<file path="src/ccmfb_pkg.sv">
// Package for the CCM frame block formatter: register map, field layout,
// block constants, state and carrier types.
// Assumes one clock domain and an AXI4-Lite register port with 32-bit data.
package ccmfb_pkg;

    // ---------------------------------------------------------------
    // Register byte addresses
    // ---------------------------------------------------------------
    localparam logic [5:0] CTRL_OFF   = 6'h00;
    localparam logic [5:0] PLEN_OFF   = 6'h04;
    localparam logic [5:0] STATUS_OFF = 6'h08;
    localparam logic [5:0] FN_LO_OFF  = 6'h0C;
    localparam logic [5:0] FN_HI_OFF  = 6'h10;
    localparam logic [5:0] DROPS_OFF  = 6'h14;

    // ---------------------------------------------------------------
    // Control register fields and reset values
    // ---------------------------------------------------------------
    localparam int          CTRL_MIC_LSB    = 0;
    localparam int          CTRL_KTYPE_LSB  = 4;
    localparam int          CTRL_KID_BIT    = 6;
    localparam int          CTRL_CDU_BIT    = 8;
    localparam int          CTRL_TG_LSB     = 12;
    localparam int          CTRL_NEWKEY_BIT = 31;
    localparam logic [31:0] CTRL_MASK       = 32'h0000_717F;
    localparam logic [31:0] CTRL_RESET      = 32'h0000_0001;
    localparam logic [15:0] PLEN_RESET      = 16'h0000;
    localparam logic [15:0] DROPS_RESET     = 16'h0000;
    localparam logic [39:0] FN_RESET        = 40'h00_0000_0000;
    localparam logic [39:0] FN_START        = 40'h00_0000_0001;

    // ---------------------------------------------------------------
    // Block layout constants
    // ---------------------------------------------------------------
    localparam logic [7:0]  CTR_FLAGS   = 8'h01;
    localparam logic [1:0]  B0_FLAGS_HI = 2'h1;
    localparam logic [2:0]  B0_FLAGS_LO = 3'h1;
    localparam logic [15:0] ALEN_BASE   = 16'h0015;
    localparam logic [4:0]  LFH_BYTES   = 5'h05;
    localparam logic [4:0]  DMAC_END    = 5'h0B;
    localparam logic [4:0]  SMAC_END    = 5'h11;
    localparam logic [4:0]  TYPE_BYTES  = 5'h02;
    localparam logic [4:0]  BLK_LAST    = 5'h0F;
    localparam int          EPI_BYTE    = 0;
    localparam int          EPI_BIT     = 7;
    localparam logic [1:0]  RESP_OKAY   = 2'h0;
    localparam logic [1:0]  RESP_SLVERR = 2'h2;

    // ---------------------------------------------------------------
    // Types
    // ---------------------------------------------------------------
    typedef enum logic [2:0] {
        CCMFB_IDLE, CCMFB_HDR, CCMFB_CTR, CCMFB_B0,
        CCMFB_B1, CCMFB_B2, CCMFB_PAY, CCMFB_POUT
    } ccmfb_state_t;

    typedef enum logic [2:0] {
        CCMFB_K_CTR, CCMFB_K_B0, CCMFB_K_B1, CCMFB_K_B2, CCMFB_K_PAY
    } ccmfb_kind_t;

    typedef enum logic [2:0] {
        CCMFB_P_NONE, CCMFB_P_LFH, CCMFB_P_SECHDR,
        CCMFB_P_CLEAR, CCMFB_P_CIPHER, CCMFB_P_MIC
    } ccmfb_part_t;

    typedef struct packed {
        ccmfb_kind_t  kind;
        logic [15:0]  num;
        logic [127:0] data;
    } ccmfb_blk_t;

    typedef struct packed {
        ccmfb_state_t st;
        logic [31:0]  ctrl;
        logic [15:0]  plen;
        logic [39:0]  fn;
        logic [39:0]  fn_used;
        logic [15:0]  drops;
        logic [4:0]   cnt;
        logic [47:0]  dmac;
        logic [47:0]  smac;
        logic [127:0] b2;
        logic [127:0] pay;
        logic         last_seen;
        logic [15:0]  blk_num;
        ccmfb_blk_t   blk;
        ccmfb_part_t  part;
        logic         aw_held;
        logic         w_held;
        logic [5:0]   waddr;
        logic [31:0]  wdata;
        logic [3:0]   wstrb;
        logic         bvalid;
        logic [1:0]   bresp;
        logic         rvalid;
        logic [31:0]  rdata;
        logic [1:0]   rresp;
        logic         rx_deliver;
        logic         rx_discard;
    } ccmfb_st_t;

endpackage

</file>
<file path="src/ccmfb_formatter.sv">
// CCM frame block formatter: collects a frame's clear bytes and payload,
// emits counter blocks, the first auth block, B1, B2 and padded payload blocks.
// Assumes an upstream byte builder and a downstream cipher core on aclk.
// Functional notes
// - Counter block is flags byte, 13-byte nonce, 2-byte block number 0..m.
// - Block number is 16-bit binary, LSB at LSB of byte 15.
// - All blocks are laid out MSB first, byte 0 bit 7 leading.
// - Counter flags byte is 0000_0001.
// - Nonce: flags, source MAC, zero byte, 40-bit frame count.
// - Source MAC in Ethernet order, MSB at MSB of nonce byte 1.
// - Nonce byte 0 lands in block byte 1 of counter and first blocks.
// - Nonce flags copy security header byte 0 bits 7:3, low bits zero.
// - Nonce unique per payload, reused unchanged on retransmit or relay.
// - First auth block: flags, nonce, 16-bit payload length in bytes 14-15.
// - First auth flags: 0, 1, integrity length code, then 001.
// - B1: assoc length, two zero bytes, destination MAC, source MAC.
// - B2: header bytes 0-4, extra clear field, then zero padding.
// - Extra field: tags plus length/type, or EtherType for control units.
// - Assoc length is 21 plus tag byte count, or 21 for control units.
// - Encryption-present bit in the B2 header copy is forced to one.
// - Payload bytes fill 16-byte blocks in order from B3 byte 0.
// - Unfilled bytes of the last payload block are zero.
// - Received frame failing the integrity check is discarded.
// - Frame parts: header, security header, clear, cipher text, code.
// - Header, security header and clear part go in clear, authenticated.
// - Control unit clear part is its first 14 bytes through EtherType.
// - Tag chain starts with first auth block then following blocks.
// - Counter blocks 1..m feed cipher text, counter 0 feeds the code.
// - Security header: length code, key type, key id, 40-bit count.
// - Frame count starts at one on a new key, plus one per frame; a non-retransmit frame start in the new key write cycle steps the old count instead.
//
// Added by the designer: register access over AXI4-Lite and the register offsets.
`timescale 1ns/1ps

module ccmfb_formatter
    import ccmfb_pkg::*;
(
    input  wire logic         aclk,
    input  wire logic         aresetn,
    input  wire logic [5:0]   s_axi_awaddr,
    input  wire logic         s_axi_awvalid,
    output logic              s_axi_awready,
    input  wire logic [31:0]  s_axi_wdata,
    input  wire logic [3:0]   s_axi_wstrb,
    input  wire logic         s_axi_wvalid,
    output logic              s_axi_wready,
    output logic [1:0]        s_axi_bresp,
    output logic              s_axi_bvalid,
    input  wire logic         s_axi_bready,
    input  wire logic [5:0]   s_axi_araddr,
    input  wire logic         s_axi_arvalid,
    output logic              s_axi_arready,
    output logic [31:0]       s_axi_rdata,
    output logic [1:0]        s_axi_rresp,
    output logic              s_axi_rvalid,
    input  wire logic         s_axi_rready,
    input  wire logic [7:0]   in_data,
    input  wire logic         in_valid,
    input  wire logic         in_start,
    input  wire logic         in_last,
    input  wire logic         in_retx,
    output logic              in_ready,
    output ccmfb_part_t       in_part,
    output ccmfb_blk_t        blk,
    output logic              blk_valid,
    input  wire logic         blk_ready,
    output logic [47:0]       sec_hdr,
    input  wire logic         rx_chk_valid,
    input  wire logic         rx_chk_pass,
    output logic              rx_deliver,
    output logic              rx_discard
);

    ccmfb_st_t r;
    ccmfb_st_t n;

    // ---------------------------------------------------------------
    // Field views of control
    // ---------------------------------------------------------------
    logic [2:0]  mic_code;
    logic [1:0]  key_type;
    logic        key_identifier;
    logic        control_data_unit;
    logic [2:0]  vlan_tag_byte_count;
    logic [4:0]  hdr_total;
    logic [15:0] alen;
    logic [7:0]  sec_b0;

    // Configuration decode and derived lengths
    always_comb begin
        mic_code            = r.ctrl[CTRL_MIC_LSB +: 3];
        key_type            = r.ctrl[CTRL_KTYPE_LSB +: 2];
        key_identifier      = r.ctrl[CTRL_KID_BIT];
        control_data_unit   = r.ctrl[CTRL_CDU_BIT];
        vlan_tag_byte_count = r.ctrl[CTRL_TG_LSB +: 3];
        // Clear part length from byte 0: header, MACs, then the extra field
        if (control_data_unit) begin
            hdr_total = SMAC_END + TYPE_BYTES;
            alen      = ALEN_BASE;
        end else begin
            hdr_total = SMAC_END + TYPE_BYTES + {2'h0, vlan_tag_byte_count};
            alen      = ALEN_BASE + {13'h0, vlan_tag_byte_count};
        end
        // Security header byte 0, reserved bits zero
        sec_b0 = {1'b0, key_identifier, key_type, 1'b0, mic_code};
    end

    // ---------------------------------------------------------------
    // Block builders
    // ---------------------------------------------------------------
    function automatic logic [103:0] nonce_of(input ccmfb_st_t s, input logic [7:0] hb0);
        // Flags, source MAC, zero byte, frame count, MSB first
        nonce_of = {hb0[7:3], 3'h0, s.smac, 8'h00, s.fn_used};
    endfunction

    function automatic logic [127:0] ctr_of(input ccmfb_st_t s, input logic [7:0] hb0,
                                            input logic [15:0] num);
        ctr_of = {CTR_FLAGS, nonce_of(s, hb0), num};
    endfunction

    function automatic logic [127:0] b0_of(input ccmfb_st_t s, input logic [7:0] hb0,
                                           input logic [2:0] mc);
        b0_of = {1'b0, B0_FLAGS_HI[0], mc, B0_FLAGS_LO, nonce_of(s, hb0), s.plen};
    endfunction

    function automatic logic [127:0] b2_of(input ccmfb_st_t s);
        b2_of = s.b2;
        b2_of[127 - 8 * EPI_BYTE - (7 - EPI_BIT)] = 1'b1;
    endfunction

    // ---------------------------------------------------------------
    // Outputs
    // ---------------------------------------------------------------
    always_comb begin
        s_axi_awready = !r.aw_held && !r.bvalid;
        s_axi_wready  = !r.w_held && !r.bvalid;
        s_axi_bvalid  = r.bvalid;
        s_axi_bresp   = r.bresp;
        s_axi_arready = !r.rvalid;
        s_axi_rvalid  = r.rvalid;
        s_axi_rdata   = r.rdata;
        s_axi_rresp   = r.rresp;
        in_ready      = (r.st == CCMFB_IDLE) || (r.st == CCMFB_HDR) || (r.st == CCMFB_PAY);
        in_part       = r.part;
        blk           = r.blk;
        blk_valid     = (r.st == CCMFB_CTR) || (r.st == CCMFB_B0) || (r.st == CCMFB_B1)
                     || (r.st == CCMFB_B2) || (r.st == CCMFB_POUT);
        sec_hdr       = {sec_b0, r.fn_used};
        rx_deliver    = r.rx_deliver;
        rx_discard    = r.rx_discard;
    end

    // ---------------------------------------------------------------
    // Next state
    // ---------------------------------------------------------------
    always_comb begin
        logic [4:0]  idx;
        logic [31:0] rd;
        logic        hit;
        logic [31:0] merged;
        idx    = 5'h00;
        rd     = 32'h0000_0000;
        hit    = 1'b1;
        merged = r.ctrl;
        n      = r;

        // Receive decision pulses
        n.rx_deliver = rx_chk_valid && rx_chk_pass;
        n.rx_discard = rx_chk_valid && !rx_chk_pass;
        if (rx_chk_valid && !rx_chk_pass) begin
            n.drops = r.drops + 16'h0001;
        end

        // Write channel capture, either order
        if (s_axi_awvalid && s_axi_awready) begin
            n.aw_held = 1'b1;
            n.waddr   = s_axi_awaddr;
        end
        if (s_axi_wvalid && s_axi_wready) begin
            n.w_held = 1'b1;
            n.wdata  = s_axi_wdata;
            n.wstrb  = s_axi_wstrb;
        end
        if (r.bvalid && s_axi_bready) begin
            n.bvalid = 1'b0;
        end

        // Register write once both halves are held
        if (r.aw_held && r.w_held && !r.bvalid) begin
            n.aw_held = 1'b0;
            n.w_held  = 1'b0;
            n.bvalid  = 1'b1;
            n.bresp   = RESP_OKAY;
            for (int i = 0; i < 4; i++) begin
                if (r.wstrb[i]) begin
                    merged[8 * i +: 8] = r.wdata[8 * i +: 8];
                end
            end
            unique case (r.waddr)
                CTRL_OFF: begin
                    n.ctrl = merged & CTRL_MASK;
                    if (r.wstrb[3] && r.wdata[CTRL_NEWKEY_BIT]) begin
                        n.fn = FN_START;
                    end
                end
                PLEN_OFF: begin
                    if (r.wstrb[0]) begin
                        n.plen[7:0] = r.wdata[7:0];
                    end
                    if (r.wstrb[1]) begin
                        n.plen[15:8] = r.wdata[15:8];
                    end
                end
                STATUS_OFF, FN_LO_OFF, FN_HI_OFF, DROPS_OFF: begin
                    n.bresp = RESP_OKAY;
                end
                default: begin
                    n.bresp = RESP_SLVERR;
                end
            endcase
        end

        // Register read
        if (r.rvalid && s_axi_rready) begin
            n.rvalid = 1'b0;
        end
        if (s_axi_arvalid && s_axi_arready) begin
            unique case (s_axi_araddr)
                CTRL_OFF:   rd = r.ctrl;
                PLEN_OFF:   rd = {16'h0000, r.plen};
                STATUS_OFF: rd = {r.blk_num, 15'h0000, r.st != CCMFB_IDLE};
                FN_LO_OFF:  rd = r.fn[31:0];
                FN_HI_OFF:  rd = {24'h00_0000, r.fn[39:32]};
                DROPS_OFF:  rd = {16'h0000, r.drops};
                default:    hit = 1'b0;
            endcase
            n.rvalid = 1'b1;
            n.rdata  = rd;
            n.rresp  = hit ? RESP_OKAY : RESP_SLVERR;
        end

        // Frame sequencer
        unique case (r.st)
            CCMFB_IDLE, CCMFB_HDR: begin
                if (in_valid && (r.st == CCMFB_HDR || in_start)) begin
                    idx = (r.st == CCMFB_IDLE) ? 5'h00 : r.cnt;
                    if (r.st == CCMFB_IDLE) begin
                        n.b2      = '0;
                        n.blk_num = 16'h0000;
                        // Reuse last count on retransmit, else take a fresh one
                        if (!in_retx) begin
                            n.fn_used = r.fn;
                            n.fn      = r.fn + FN_START;
                        end
                    end
                    // Header bytes, MACs, then extra clear field
                    if (idx < LFH_BYTES) begin
                        n.b2[127 - 8 * idx -: 8] = in_data;
                        n.part                   = CCMFB_P_LFH;
                    end else if (idx < DMAC_END) begin
                        n.dmac = {r.dmac[39:0], in_data};
                        n.part = CCMFB_P_CLEAR;
                    end else if (idx < SMAC_END) begin
                        n.smac = {r.smac[39:0], in_data};
                        n.part = CCMFB_P_CLEAR;
                    end else begin
                        n.b2[127 - 8 * (idx - SMAC_END + LFH_BYTES) -: 8] = in_data;
                        n.part = CCMFB_P_CLEAR;
                    end
                    n.cnt = idx + 5'h01;
                    n.st  = CCMFB_HDR;
                    if ((idx + 5'h01 == hdr_total) || in_last) begin
                        n.last_seen = in_last;
                        n.st        = CCMFB_CTR;
                        n.blk       = '{CCMFB_K_CTR, 16'h0000, ctr_of(n, sec_b0, 16'h0000)};
                    end
                end
            end
            CCMFB_CTR: begin
                if (blk_ready) begin
                    n.blk_num = r.blk_num + 16'h0001;
                    if (r.blk_num == 16'h0000) begin
                        n.st  = CCMFB_B0;
                        n.blk = '{CCMFB_K_B0, 16'h0000, b0_of(r, sec_b0, mic_code)};
                    end else begin
                        n.st  = CCMFB_POUT;
                        n.blk = '{CCMFB_K_PAY, r.blk_num, r.pay};
                    end
                end
            end
            CCMFB_B0: begin
                if (blk_ready) begin
                    n.st  = CCMFB_B1;
                    n.blk = '{CCMFB_K_B1, 16'h0000, {alen, 16'h0000, r.dmac, r.smac}};
                end
            end
            CCMFB_B1: begin
                if (blk_ready) begin
                    n.st  = CCMFB_B2;
                    n.blk = '{CCMFB_K_B2, 16'h0000, b2_of(r)};
                end
            end
            CCMFB_B2, CCMFB_POUT: begin
                if (blk_ready) begin
                    n.cnt = 5'h00;
                    n.pay = '0;
                    n.st  = r.last_seen ? CCMFB_IDLE : CCMFB_PAY;
                end
            end
            CCMFB_PAY: begin
                if (in_valid) begin
                    n.pay[127 - 8 * r.cnt -: 8] = in_data;
                    n.part                      = CCMFB_P_CIPHER;
                    n.cnt                       = r.cnt + 5'h01;
                    if ((r.cnt == BLK_LAST) || in_last) begin
                        n.last_seen = in_last;
                        n.st        = CCMFB_CTR;
                        n.blk       = '{CCMFB_K_CTR, r.blk_num, ctr_of(r, sec_b0, r.blk_num)};
                    end
                end
            end
        endcase
    end

    // ---------------------------------------------------------------
    // State register
    // ---------------------------------------------------------------
    always_ff @(posedge aclk) begin
        if (!aresetn) begin
            r       <= '0;
            r.st    <= CCMFB_IDLE;
            r.ctrl  <= CTRL_RESET;
            r.plen  <= PLEN_RESET;
            r.fn    <= FN_START;
            r.drops <= DROPS_RESET;
            r.part  <= CCMFB_P_NONE;
        end else begin
            r <= n;
        end
    end
endmodule

</file>
<file path="config.mk">
export PLATFORM = sky130hd
export DESIGN_NAME = ccmfb_formatter
export DESIGN_NICKNAME = d
export VERILOG_FILES = /design/src/ccmfb_pkg.sv /design/src/ccmfb_formatter.sv
export SDC_FILE = /design/constraint.sdc
export NUM_CORES = 2
export LEC_CHECK = 0
export BUFFER_PORTS_ARGS = -buffer_cell sky130_fd_sc_hd__buf_2
export CAP_MARGIN = 5
export CELL_PAD_IN_SITES_DETAIL_PLACEMENT = 2
export CELL_PAD_IN_SITES_GLOBAL_PLACEMENT = 2
export CORE_ASPECT_RATIO = 0.8
export CORE_MARGIN = 2
export CORE_UTILIZATION = 32
export CTS_CLUSTER_SIZE = 16
export DETAILED_ROUTE_END_ITERATION = 10
export MAX_ROUTING_LAYER = met4
export PLACE_DENSITY_LB_ADDON = 0.1
export SLEW_MARGIN = 20
export SYNTH_ARGS = -nofsm -noshare
export SYNTH_HDL_FRONTEND = slang
export SYNTH_SLANG_ARGS = --single-unit
</file>
<file path="constraint.sdc">
create_clock -name aclk -period 4 [get_ports aclk]
set_input_delay 0.6 -clock aclk [delete_from_list [all_inputs] [get_ports aclk]]
set_output_delay 0.6 -clock aclk [all_outputs]
set_load 0.05 [all_outputs]
</file>
# --- After elaboration in Yosys (flattened, before gate mapping) ---
# Cells that the tools add are included.
word_totals:
  ramBits: 0
  mem_count: 0
  reg_bits: 734
  latchBits: 0
  mem_bits_ro: 0
op_classes:
  eq_ne: 28
  n_reduce_logical: 57
  multipliers: 0
  addsub: 15
  muxes: 65
  magnitude_cmp: 3
  n_bitwise: 2
  div_mod_pow: 0
  shift: 6
ops:
  columns: ["operator", "n"]
  rows:
  - ["two-way mux 128 bit", 6]
  - ["two-way mux 147 bit", 5]
  - ["one-hot mux 147 bit (5 select lines)", 1]
  - ["variable shift 8 x 34 -> 135 bit, first input constant", 3]
  - ["indexed part select 8 x 34 -> 135 bit", 3]
  - ["bitwise mux 128 bit", 3]
  - ["two-way mux 80 bit", 4]
  - ["one-hot mux 128 bit (2 select lines)", 1]
  - ["two-way mux 229 bit", 1]
  - ["one-hot mux 32 bit (6 select lines)", 1]
  - ["two-way mux 176 bit", 1]
  - ["two-way mux 167 bit", 1]
  - ["two-way mux 163 bit", 1]
  - ["two-way mux 150 bit", 1]
  - ["two-way mux 129 bit", 1]
  - ["two-way mux 40 bit", 3]
  - ["negator 32 -> 34 bit", 3]
  - ["two-way mux 48 bit", 2]
  - ["two-way mux 96 bit", 1]
  - ["adder 40 x 1 -> 40 bit, second input constant", 1]
  - ["two-way mux 35 bit", 1]
  - ["adder 16 x 1 -> 16 bit, second input constant", 2]
  - ["one-hot mux 16 bit (2 select lines)", 1]
  - ["two-way mux 3 bit", 10]
  - ["other kinds (47)", 119]

# --- Longest topological paths before layout ---
depth:
  word_depth: 14
  depth_mapped: 22
  depth_no_buf: 15

# --- Least setup slack after synthesis ---
# OpenSTA, ideal clock, no wires.
synth_path:
  path_type: "flip-flop to flip-flop"
  from: "reg r[752] in the netlist's numbering"
  to: "reg r[443] in the netlist's numbering"
  path_buffers: 6
  setup_time_ps: 80
  required_ps: 3920
  path_stages_with_launch: 19
  synth_period_minus_slack_ps: 4413
  setup_slack_ps: -413
  arrival_ps: 4333
  cell_sequence: "dfxtp_1 -> buf_2 -> or3_4 -> buf_2 -> buf_1 -> buf_1 -> and2_1 -> inv_1 -> ha_1 -> buf_4 -> or3b_2 -> o21ai_0 -> a21oi_1 -> ha_1 -> or3_4 -> or4_4 -> buf_6 -> mux2_4 -> a211oi_2"
synth_via:
  elab_chain_cells: 11
  elab_cells_between_ends: 28
  cone_classes: "6 x add/sub; 3 x order compare; 1 x eq/ne; 4 x shift; 9 x mux; 5 x reduce/logical"
synth_rtl:
  columns: ["element", "line", "source"]
  rows:
  - ["from (decl)", "ccmfb_formatter.sv:74", "ccmfb_st_t r;"]
  - ["from (signal assigned)", "ccmfb_formatter.sv:338", "r <= n;"]
  - ["logical NOT 3 bit", "ccmfb_formatter.sv:243, ccmfb_formatter.sv:246, ccmfb_formatter.sv:247", null]
  - ["two-way mux 5 bit", "ccmfb_formatter.sv:246", "idx = (r.st == CCMFB_IDLE) ? 5'h00 : r.cnt;"]
  - ["subtractor 5 x 5 -> 6 bit", "ccmfb_formatter.sv:267", "n.b2[127 - 8 * (idx - SMAC_END + LFH_BYTES) -: 8] = in_data;"]
  - ["adder 6 x 4 -> 7 bit", "ccmfb_formatter.sv:267", null]
  - ["subtractor 8 x 10 -> 11 bit", "ccmfb_formatter.sv:267", null]
  - ["negator 32 -> 34 bit", "ccmfb_formatter.sv:267", null]
  - ["indexed part select 8 x 34 -> 135 bit or variable shift 8 x 34 -> 135 bit (tied branches)", "ccmfb_formatter.sv:267", null]
  - ["bitwise mux 128 bit", "ccmfb_formatter.sv:267", null]
  - ["two-way mux 128 bit", "ccmfb_formatter.sv:263", "end else if (idx < SMAC_END) begin"]
  - ["two-way mux 176 bit", "ccmfb_formatter.sv:260", "end else if (idx < DMAC_END) begin"]
  - ["two-way mux 128 bit", "ccmfb_formatter.sv:257", "if (idx < LFH_BYTES) begin"]
# Parallel ways exist; a longest one is shown, timed or not. The select of a mux whose other input is x is not followed.
# A chain may end at the register's enable or synchronous reset.

# --- Final worst setup path ---
layout_path:
  from: "reg r[754] in the netlist's numbering"
  to: "reg r[486] in the netlist's numbering"
# The elaborated chain is that of the path after synthesis.

==> results by group <==
Floorplan
  – Initial core utilization: 32.3%
  – Vert. Die Dim: 297 µm
  – Num rows: 107
  – IO Pins: 313
  – Core Region: 106000 µm²
  – Die area: 110000 µm²
  – Die Width: 370 µm

Route
  – Post-DR wirelength/cell: 29.6 µm
  – Vias: 33.7k
  – Detailed Routing Iterations Pass 1: 7
  – Via/cell ratio: 5.92
  – Antenna Violating Nets Remaining: 0
  – DRT iter0 DRCs: 3317
  – Final WL: 169000 µm
  – Remaining DRCs: 0

Placed design
  – DP HPWL: 118000 µm
  – Number of buffers added on ports: 292
  – RePlAce Congestion: 0.935
  – DP Worst Slack: 0.0818 ns

Timing
  – Setup Skew: 0.0213 ns
  – Max frequency: 257 MHz
  – Fin. max-slew vios: 0
  – Unrepaired setup endpoints after global routing: yes
  – Slew headroom: 29.6%
  – TNS Setup: 0 ns
  – Fin Hold WS: 0.113 ns
  – Final setup violating endpoints: 0
  – Minimum clock period: 3.89 ns
  – Setup slack after layout: 0.113 ns
  – Final period util: 97.2%
  – Worst-margin pin slew: 1.06 ns
  – Hold Violations, Final: 0

Hold path
  – Worst hold path type: in -> reg
  – Worst Min Path Start: s_axi_rready

Clock tree
  – CTS tree: yes
  – # H-tree levels: 3
  – Clock slew at reported path FFs: 0.06 ns
  – Clk buf depth: 3
  – Root buf cell: clkbuf_16
  – Num CTS Buffers: 83
  – Clock Latency Late Sink: 0.68 ns
  – Clock sinks: 715

Run
  – Max-cap viol count: 0

Logic synthesis
  – EDFF count, synth: 0
  – Yosys cell types: 87
  – Sequential fraction of the synthesis area: 41.7%
  – Synth async-reset ratio: 0%
  – Mapped cell area: 34300 µm²
  – #FFs+latches synth: 715
  – Top FF cell, synth: dfxtp_1
  – Syn avg cell area: 8.03 µm²
  – Cell count after synthesis: 4279
  – Synth warn: 0

Pwr
  – Total power: 19.1 mW
  – Peak VDD IR: 0.000268 V
  – Leakage power: 14.0 nW
  – PwrDens: 493 nW/µm²

Cells and area
  – Most frequent cells in the layout: 726 x nand2_1, 715 x dfxtp_1, 504 x a21oi_1
  – Most common library cell in the layout ignoring fill and taps: nand2_1
  – Syn-to-layout area delta: 12.9%
  – Final net count: 4297
  – Fraction of layout cells with a size suffix above 1: 16.1%

Worst setup path
  – Crit. Startpoint: r[754]
  – CP Max Fanout: 12
  – Worst R2R Start: r[754]
  – CP arrival: 4.46 ns
  – Startpoint types: flop
  – CP Class: reg -> reg
  – Crit. End Element: flop
  – Req. time, crit path: 4.57 ns

Global routing
  – Pin count of the biggest net entering global routing: 226
  – Tot GR Track Use: 30.6%
  – First-pass GRT wire length: 243000 µm
  – Vias in the first global route: 33.7k
  – Total congestion overflow: 0
  – Initial antenna violation count: 10

Run status
  – Outcome: complete, no violations
## through the flow
step                std cells  instance area [µm²]  utilization (%)
floorplan                4282                34400                -
global placement         5543                35900             33.7
detailed placement       5544                35900             33.8
CTS                      5687                38700             36.3
global route             5692                38800             36.4
finish                   5695                38800             36.4
## final timing paths
path | endpoint | slack, ns | cells past startpoint
setup reg to reg | r[486] | 0.11 | 13
setup / recovery | r[486] | 0.11 | 13
hold / removal | s_axi_rvalid | 0.11 | 2
hold reg to reg | r[348] | 0.46 | 2
## registers in the layout (all words and copies together), names as in the netlist
name / cells
blk: 147
control_data_unit: 1
in_part: 3
r: 480
rx_deliver: 1
rx_discard: 1
s_axi_bresp: 1
s_axi_bvalid: 1
s_axi_rdata: 32
s_axi_rresp: 1
s_axi_rvalid: 1
sec_hdr: 46
## worst max-delay path: stages, from the launching register on
cell and delay [ns]:
dfxtp_1 0.31, or3_4 0.43, and2_1 0.20, inv_2 0.07, ha_4 0.20, o21ai_1 0.13, o21ai_1 0.20, mux2i_1 0.28
inv_1 0.08, ha_2 0.28, or3_4 0.46, or3_1 0.58, mux2_1 0.39, o22ai_1 0.17
## per-layer routing
metal | track usage [%] | share of wire (%) | wire, µm
met5 | - | 0 | 0
met4 | 6.78 | 2.1 | 3600
met3 | 4.32 | 6.1 | 10300
met2 | 44.6 | 44 | 73600
met1 | 44.5 | 48 | 81200
## power breakdown
part | internal (mW) | switching, mW | leakage [nW]
Sequential | 7.34 | 0.171 | 5.78
Combinational | 0.906 | 2.76 | 6.83
Clock | 4.65 | 3.30 | 1.35
## Yosys cell counts (all sizes together) (9+ instances only)
cell | number | area share, %
mux2i | 72 | 2.1
a21oi | 505 | 7.4
inv | 56 | 0.61
xor2 | 31 | 0.79
a221oi | 56 | 1.4
nor2b | 9 | 0.16
a211oi | 81 | 1.9
nand2b | 13 | 0.24
a22oi | 50 | 1.1
mux2 | 38 | 1.4
nor2 | 280 | 3.1
nand3 | 199 | 2.9
nor4 | 23 | 0.47
ha | 13 | 0.47
nand2 | 730 | 8.0
clkbuf | 313 | 3.4
xnor2 | 18 | 0.46
o21ai | 136 | 2.0
or3 | 25 | 0.50
o211ai | 91 | 2.0
and3 | 22 | 0.40
o221ai | 19 | 0.50
buf | 305 | 6.1
nor3 | 33 | 0.51
a22o | 21 | 0.54
and2 | 18 | 0.33
nand4 | 50 | 0.93
a2bb2oi | 40 | 1.0
a32oi | 11 | 0.28
a311oi | 17 | 0.43
a222oi | 68 | 2.0
a31oi | 13 | 0.24
o22ai | 69 | 1.3
dfxtp | 715 | 42
o2bb2ai | 47 | 1.2
## kinds of logic after synthesis
group	Yosys count	share of synthesized area, %
other	1	0.0109
XOR/XNOR	50	1.32
adder cells (fa/ha/maj)	13	0.474
buffers and inverters	678	10.2
flip-flops	715	41.7
multiplexers	110	3.50
AO/OA/AOI/OAI	1268	24.3
AND/OR/NAND/NOR	1444	18.5
## layout make-up
type / count / area, µm²
antenna: 6 / 15.0
clock buffer: 122 / 2440
clock inverter: 21 / 292
fill: 12100 / 67700
inverter: 60 / 233
multi-input combinational: 2889 / 16700
sequential: 715 / 14300
tap: 1417 / 1770
timing repair buffer: 465 / 2990
## what timing repair did
action                                  CTS  global route
gates resized for setup                   0             9
endpoints found under the setup margin    0            47
setup buffers                             0             1
hold buffers                              0             0
Power figures use the tool's default switching activity.
